--- config.mk ---
export PLATFORM = sky130hd
export DESIGN_NAME = sar_readout
export DESIGN_NICKNAME = d
export VERILOG_FILES = /design/src/rtl/sar_pkg.sv /design/src/rtl/sar_readout.sv
export SDC_FILE = /design/constraint.sdc
export NUM_CORES = 1
export LEC_CHECK = 0
export BUFFER_PORTS_ARGS = -buffer_cell sky130_fd_sc_hd__buf_4
export CAP_MARGIN = 0
export CELL_PAD_IN_SITES_DETAIL_PLACEMENT = 1
export CELL_PAD_IN_SITES_GLOBAL_PLACEMENT = 1
export CORE_UTILIZATION = 45
export CTS_CLUSTER_DIAMETER = 150
export CTS_CLUSTER_SIZE = 14
export DETAILED_ROUTE_END_ITERATION = 10
export PLACE_DENSITY = 0.77
export SLEW_MARGIN = 20
export SYNTH_ARGS = -nofsm -noshare
export SYNTH_HDL_FRONTEND = slang
export SYNTH_SLANG_ARGS = --single-unit
--- constraint.sdc ---
create_clock -name mclk -period 5.18 [get_ports mclk]
set_clock_uncertainty 0.05 [all_clocks]
set_input_delay 0.777 -clock mclk [delete_from_list [all_inputs] [get_ports mclk]]
set_output_delay 0.777 -clock mclk [all_outputs]
set_load 0.02 [all_outputs]
--- src/rtl/sar_pkg.sv ---
package sar_pkg;
    localparam int RES_W = 12;
    localparam int FIFO_DEPTH = 32;
    localparam logic [3:0] IDX_MSB = 4'hb;
    localparam logic [3:0] IDX_LSB = 4'h0;
    localparam logic [3:0] IDX_STEP = 4'h1;
    localparam logic [RES_W-1:0] WORD_ZERO = 12'h000;
    localparam logic [RES_W-1:0] WORD_ONE = 12'h001;

    typedef enum logic [2:0] {
        SAR_IDLE = 3'b000,
        SAR_ACQ = 3'b001,
        SAR_MSB = 3'b010,
        SAR_LSB = 3'b011,
        SAR_DONE = 3'b100
    } sar_state_t;
endpackage

--- src/rtl/sar_readout.sv ---
// Behaviour
// select low active, high means shutdown
// result word is twelve bits
// output bits valid at clock falling edge
// output enabled on second falling edge
// one null bit precedes result bits
// host clock paces transfer and conversion
// host clock between 10 kHz, 3.2 MHz
// capture input difference when conversion begins
// result shifted out MSB first
// output bits belong to current conversion
// extra clocks repeat word LSB first
// inverting input sampled once per conversion
// acquire for first two clock periods
// after repeated MSB, release and ignore
// new conversion only after select toggles
// result is unsigned straight binary
// select high: output off, clocks ignored
// host supplies null plus twelve clocks
`timescale 1ns/1ps
`default_nettype none

module sar_fifo #(
    parameter int W = 12,
    parameter int DEPTH = 32
) (
    input wire logic mclk,
    input wire logic rst,
    input wire logic [W-1:0] in_data,
    input wire logic in_valid,
    output logic in_ready,
    output logic [W-1:0] out_data,
    output logic out_valid,
    input wire logic out_ready
);
    localparam int AW = $clog2(DEPTH);
    logic [W-1:0] mem [DEPTH];
    logic [AW-1:0] wr_q;
    logic [AW-1:0] rd_q;
    logic [AW:0] cnt_q;
    logic push;
    logic pop;

    // Count is one bit wider than the address so that a full buffer is told from an empty one
    assign in_ready = (cnt_q != (AW+1)'(DEPTH));
    assign push = in_valid && in_ready;
    // Output register refills whenever it is empty or being taken
    assign pop = (cnt_q != '0) && (!out_valid || out_ready);

    always_ff @(posedge mclk) begin
        if (push) begin
            mem[wr_q] <= in_data;
        end
    end

    always_ff @(posedge mclk) begin
        if (rst) begin
            wr_q <= '0;
            rd_q <= '0;
            cnt_q <= '0;
        end else begin
            if (push) begin
                wr_q <= wr_q + 1'b1;
            end
            if (pop) begin
                rd_q <= rd_q + 1'b1;
            end
            if (push && !pop) begin
                cnt_q <= cnt_q + 1'b1;
            end else if (pop && !push) begin
                cnt_q <= cnt_q - 1'b1;
            end
        end
    end

    always_ff @(posedge mclk) begin
        if (rst) begin
            out_valid <= 1'b0;
            out_data <= '0;
        end else if (pop) begin
            out_valid <= 1'b1;
            out_data <= mem[rd_q];
        end else if (out_ready) begin
            out_valid <= 1'b0;
        end
    end
endmodule // sar_fifo

module sar_readout (
    input wire logic mclk,
    input wire logic rst,
    input wire logic select_shutdown_n,
    input wire logic conversion_clock,
    input wire logic [11:0] in_pos,
    input wire logic [11:0] in_neg,
    output logic dout,
    output logic dout_oe,
    output logic [11:0] result_data,
    output logic result_valid,
    input wire logic result_ready
);
    sar_pkg::sar_state_t state_q;
    logic [1:0] sel_sync_q;
    logic [2:0] clk_sync_q;
    logic sel_prev_q;
    logic [11:0] pos_s1_q;
    logic [11:0] pos_q;
    logic [11:0] neg_s1_q;
    logic [11:0] neg_q;
    logic acq_seen_q;
    logic [3:0] idx_q;
    logic [11:0] diff_q;
    logic [11:0] sar_q;
    logic dout_q;
    logic dout_oe_q;
    logic push_q;
    logic [11:0] push_data_q;
    logic fifo_ready;
    logic sel_hi;
    logic sel_fall;
    logic clk_fall;
    logic [11:0] diff_d;
    logic [11:0] trial;
    logic bit_dec;

    // Pins come from the host's domain; two stages before use
    always_ff @(posedge mclk) begin
        if (rst) begin
            sel_sync_q <= 2'h3;
            clk_sync_q <= 3'h0;
            sel_prev_q <= 1'b1;
        end else begin
            sel_sync_q <= {sel_sync_q[0], select_shutdown_n};
            clk_sync_q <= {clk_sync_q[1:0], conversion_clock};
            sel_prev_q <= sel_sync_q[1];
        end
    end

    always_ff @(posedge mclk) begin
        if (rst) begin
            pos_s1_q <= sar_pkg::WORD_ZERO;
            pos_q <= sar_pkg::WORD_ZERO;
            neg_s1_q <= sar_pkg::WORD_ZERO;
            neg_q <= sar_pkg::WORD_ZERO;
        end else begin
            pos_s1_q <= in_pos;
            pos_q <= pos_s1_q;
            neg_s1_q <= in_neg;
            neg_q <= neg_s1_q;
        end
    end

    assign sel_hi = sel_sync_q[1];
    assign sel_fall = sel_prev_q && !sel_sync_q[1];
    assign clk_fall = clk_sync_q[2] && !clk_sync_q[1];
    // Negative differences clamp to code zero
    assign diff_d = (pos_q >= neg_q) ? (pos_q - neg_q) : sar_pkg::WORD_ZERO;
    assign trial = sar_q | (sar_pkg::WORD_ONE << idx_q);
    assign bit_dec = (diff_q >= trial);

    always_ff @(posedge mclk) begin
        if (rst) begin
            state_q <= sar_pkg::SAR_IDLE;
            acq_seen_q <= 1'b0;
            idx_q <= sar_pkg::IDX_MSB;
        end else if (sel_hi) begin
            state_q <= sar_pkg::SAR_IDLE;
        end else begin
            case (state_q)
                sar_pkg::SAR_IDLE: begin
                    // Start is refused while the result FIFO is full
                    if (sel_fall) begin
                        state_q <= fifo_ready ? sar_pkg::SAR_ACQ : sar_pkg::SAR_DONE;
                        acq_seen_q <= 1'b0;
                    end
                end
                sar_pkg::SAR_ACQ: begin
                    if (clk_fall) begin
                        acq_seen_q <= 1'b1;
                        if (acq_seen_q) begin
                            state_q <= sar_pkg::SAR_MSB;
                            idx_q <= sar_pkg::IDX_MSB;
                        end
                    end
                end
                sar_pkg::SAR_MSB: begin
                    if (clk_fall) begin
                        if (idx_q == sar_pkg::IDX_LSB) begin
                            state_q <= sar_pkg::SAR_LSB;
                            idx_q <= sar_pkg::IDX_STEP;
                        end else begin
                            idx_q <= idx_q - sar_pkg::IDX_STEP;
                        end
                    end
                end
                sar_pkg::SAR_LSB: begin
                    if (clk_fall) begin
                        if (idx_q == sar_pkg::IDX_MSB) begin
                            state_q <= sar_pkg::SAR_DONE;
                        end else begin
                            idx_q <= idx_q + sar_pkg::IDX_STEP;
                        end
                    end
                end
                sar_pkg::SAR_DONE: begin
                    state_q <= sar_pkg::SAR_DONE;
                end
                default: begin
                    state_q <= sar_pkg::SAR_IDLE;
                end
            endcase
        end
    end

    // Held difference is taken once, at the end of acquisition
    always_ff @(posedge mclk) begin
        if (rst) begin
            diff_q <= sar_pkg::WORD_ZERO;
        end else if (!sel_hi && state_q == sar_pkg::SAR_ACQ && clk_fall && acq_seen_q) begin
            diff_q <= diff_d;
        end
    end

    // One decision per falling edge, shown the same edge
    always_ff @(posedge mclk) begin
        if (rst) begin
            sar_q <= sar_pkg::WORD_ZERO;
        end else if (!sel_hi && state_q == sar_pkg::SAR_ACQ && clk_fall) begin
            sar_q <= sar_pkg::WORD_ZERO;
        end else if (!sel_hi && state_q == sar_pkg::SAR_MSB && clk_fall && bit_dec) begin
            sar_q <= trial;
        end
    end

    always_ff @(posedge mclk) begin
        if (rst) begin
            dout_q <= 1'b0;
            dout_oe_q <= 1'b0;
        end else if (sel_hi) begin
            dout_oe_q <= 1'b0;
        end else if (clk_fall) begin
            case (state_q)
                sar_pkg::SAR_ACQ: begin
                    if (acq_seen_q) begin
                        dout_oe_q <= 1'b1;
                        dout_q <= 1'b0;
                    end
                end
                sar_pkg::SAR_MSB: begin
                    dout_q <= bit_dec;
                end
                sar_pkg::SAR_LSB: begin
                    dout_q <= sar_q[idx_q];
                end
                sar_pkg::SAR_DONE: begin
                    dout_oe_q <= 1'b0;
                end
                default: begin
                    dout_oe_q <= 1'b0;
                end
            endcase
        end
    end

    // Completed 12-bit word also goes to the user side
    always_ff @(posedge mclk) begin
        if (rst) begin
            push_q <= 1'b0;
            push_data_q <= sar_pkg::WORD_ZERO;
        end else begin
            push_q <= !sel_hi && state_q == sar_pkg::SAR_MSB && clk_fall
                && idx_q == sar_pkg::IDX_LSB;
            push_data_q <= bit_dec ? trial : sar_q;
        end
    end

    sar_fifo #(.W(sar_pkg::RES_W), .DEPTH(sar_pkg::FIFO_DEPTH)) u_fifo (
        .mclk(mclk),
        .rst(rst),
        .in_data(push_data_q),
        .in_valid(push_q),
        .in_ready(fifo_ready),
        .out_data(result_data),
        .out_valid(result_valid),
        .out_ready(result_ready)
    );

    assign dout = dout_q;
    assign dout_oe = dout_oe_q;
endmodule // sar_readout

`default_nettype wire

==> impl_metrics.tcl <==
set metrics [dict create \
    worst_pin_slew_ns 1.122 \
    initial_core_util_pct 45.83 \
    period_share_pct 62.84 \
    first_iter_violations 936 \
    final-hold-violation-count 0 \
    r2r_start "idx_q[0]$_SDFFE_PP1P_" \
    netlist.area_leader.share_pct 56.65 \
    place_hpwl_microns 29420 \
    dieArea_sq_um 46090 \
    dr.pass1.iters 5 \
    rsz0062_at_grt "no" \
    ios 44 \
    core_area_sq_um 44410 \
    area_growth_pct 11.69 \
    worstSkewPairLatency_ns 0.59 \
    grt-ovfl-total 0 \
    vias 11450 \
    powerDensity_nw_per_um2 414.2 \
    synth_edf_count 384 \
    postSynthCellCount 1289 \
    synth_area_sq_um 20350 \
    synth_seq_cells 514 \
    async_flop_share_pct 0 \
    die_height_microns 214.7 \
    ant_nets 0 \
    period_needed_ns 3.255 \
    diodes 0 \
    syn-num-nets 1361 \
    crit_type "reg -> reg" \
    worstSetupStartpointType "register" \
    wire_per_inst_microns 23.89 \
    cts-root-buf "clkbuf_16" \
    row_count 77 \
    synth_xor_area_share_pct 0.8176 \
    fp.dieW_microns 214.7 \
    synth_top_family_by_area "multiplexers" \
    setup_viol 0 \
    synth_compound_area_share_pct 7.512 \
    synthTopCellsByCount "384 x edfxtp_1, 130 x dfxtp_1, 85 x nor2_1" \
    slew_violations 0 \
    yosys.area.top_type "edfxtp_1" \
    grt_pass1_vias 12200 \
    grt_pass1_wl_microns 72080 \
    fmaxAchievable_mhz 307.2 \
    end_kind "register" \
    postCtsSetupBuffers 0 \
    max_slew_margin_pct 25.22 \
    power_mw 9.417 \
    hold_path.class "in -> reg" \
    p_leak_nw 7.655 \
    yosys.area_share.simple_pct 6.276 \
    finalSetupTns_ns 0 \
    cts_tree "built" \
    grt_usage_pct 20.69 \
    drcViolationCount 0 \
    yosysMostFrequentCell "edfxtp_1" \
    cp_max_fo 13 \
    avgSynthCellArea_sq_um 15.79 \
    gp_congestion 0.8280 \
    cts-hold-fix-buffers 0 \
    antenna_found_initial 0 \
    path_clk_slew_ns 0.06 \
    port_buffers 43 \
    max_cap_violations 0 \
    drive_gt1_share_pct 17.16 \
    ys_seq_area_share_pct 69.44 \
    routed_wl_microns 47270 \
    crit_required_ns 5.59 \
    ctsResizeCount 0 \
    ir_drop_uv 254.0 \
    arrival_ns 3.66 \
    synth_cell_types 65 \
    critPathLaunch "idx_q[0]$_SDFFE_PP1P_" \
    yosys-top-cells-area "edfxtp_1 57%, dfxtp_1 13%, mux4_2 8.1%" \
    r2r_slack_ns 1.92 \
    synth_mux_area_share_pct 10.59 \
    synth_fa_ha_area_share_pct 2.717 \
    hold_path.startpoint "select_shutdown_n" \
    clock_sinks 514 \
    status "completed" \
    synthFlopType "edfxtp_1" \
    nets 1427 \
    cts_buffers 42 \
    vias_per_cell 5.783 \
    htreeDepth 2 \
    clockBufferDepth 3 \
    yosysWarnings 0 \
    grt_max_degree 64 \
]
-- kinds of logic after synthesis --
family                     after synthesis
xor gates and xnor gates                19
muxes                                  124
buffers and inverters                  116
DFF                                    514
AOI/OAI and AO/OA                      218
and+or+nand+nor                        255
adders and majority gates               43
-- flip-flops by register name, indices dropped and copies added, names as in the netlist, 2 cells and up --
signal	flops
clk_sync_q	3
diff_q	12
idx_q	4
neg_q	12
neg_s1_q	12
pos_q	12
pos_s1_q	12
push_data_q	12
sar_q	12
sel_sync_q	2
state_q	3
u_fifo.cnt_q	6
u_fifo.mem	384
u_fifo.out_data	12
u_fifo.rd_q	5
u_fifo.wr_q	5
-- metrics by stage --
stage	std cells	area, sq um	hold WS [ns]	utilization [%]	setup WS [ns]
floorplan	1289	20350	0.3395	-	2.368
global placement	1902	21440	0.3471	48.27	1.986
detailed placement	1902	21450	0.3476	48.29	1.783
CTS	1978	22700	0.2965	51.11	1.858
global route	1979	22730	0.3121	51.19	1.709
finish	1979	22730	0.3309	51.19	1.925
-- where the power goes --
group,leakage [nW],internal (mW),switching (mW)
clock network,0.591,1.57,1.44
logic,2.44,0.857,0.895
registers,4.62,4.46,0.189
-- worst paths after layout --
kind                                    end  cells past startpoint
setup / recovery  push_data_q[4]$_SDFF_PP0_                     12
hold / removal     sel_sync_q[0]$_SDFF_PP1_                      2
setup reg to reg  push_data_q[4]$_SDFF_PP0_                     12
hold reg to reg    sel_sync_q[1]$_SDFF_PP1_                      1
-- metal layers --
| metal | part of all wire [%] | GRT usage (%) | vias to the layer above |
|---|---|---|---|
| li1 | - | - | 5104 |
| met1 | 40 | 25.74 | 5930 |
| met2 | 51 | 35.87 | 322 |
| met3 | 5.2 | 3.362 | 89 |
| met4 | 3.7 | 8.500 | 0 |
| met5 | 0 | 0 | - |
-- cell type report --
cell class	count	area, sq um
clock inverter	3	62.56
tap	592	740.7
fill	4214	21680
clock buffer	73	1189
sequential	514	14140
inverter	46	172.7
multi-input combinational	659	5690
timing repair buffer	92	735.7
-- cell usage in the layout (no fill, tap or decap), drive strengths merged, types with 3 or more instances in the layout --
cell      n
o22ai    14
o211ai    3
or2       5
nand3b    4
a31oi     5
mux4     73
buf      92
ha       41
edfxtp  384
nand2b    3
clkbuf   73
mux2i    51
a32o     15
xnor2     9
nand2    54
inv      46
o221ai   12
nor4      3
a211oi   38
o21ai    21
nor2     85
nand4    10
xor2     10
or3b      4
nor3      4
o21a      3
a21o      5
a22oi    34
nor2b    59
nand4b    3
nand3    10
or3       4
clkinv    3
dfxtp   130
a21oi    50
-- critical path, cell delays in order (launching register included) --
cell and delay [ns]:
dfxtp_1 0.57, inv_1 0.19, ha_1 0.32, or3b_2 0.27, nand2_1 0.11, ha_1 0.29
nor2b_1 0.04, o21ai_0 0.17, a21oi_1 0.12, o21ai_0 0.31, o21ai_0 0.16, buf_4 0.22
a211oi_1 0.29
Note: power is estimated with default switching activity, not from simulation.
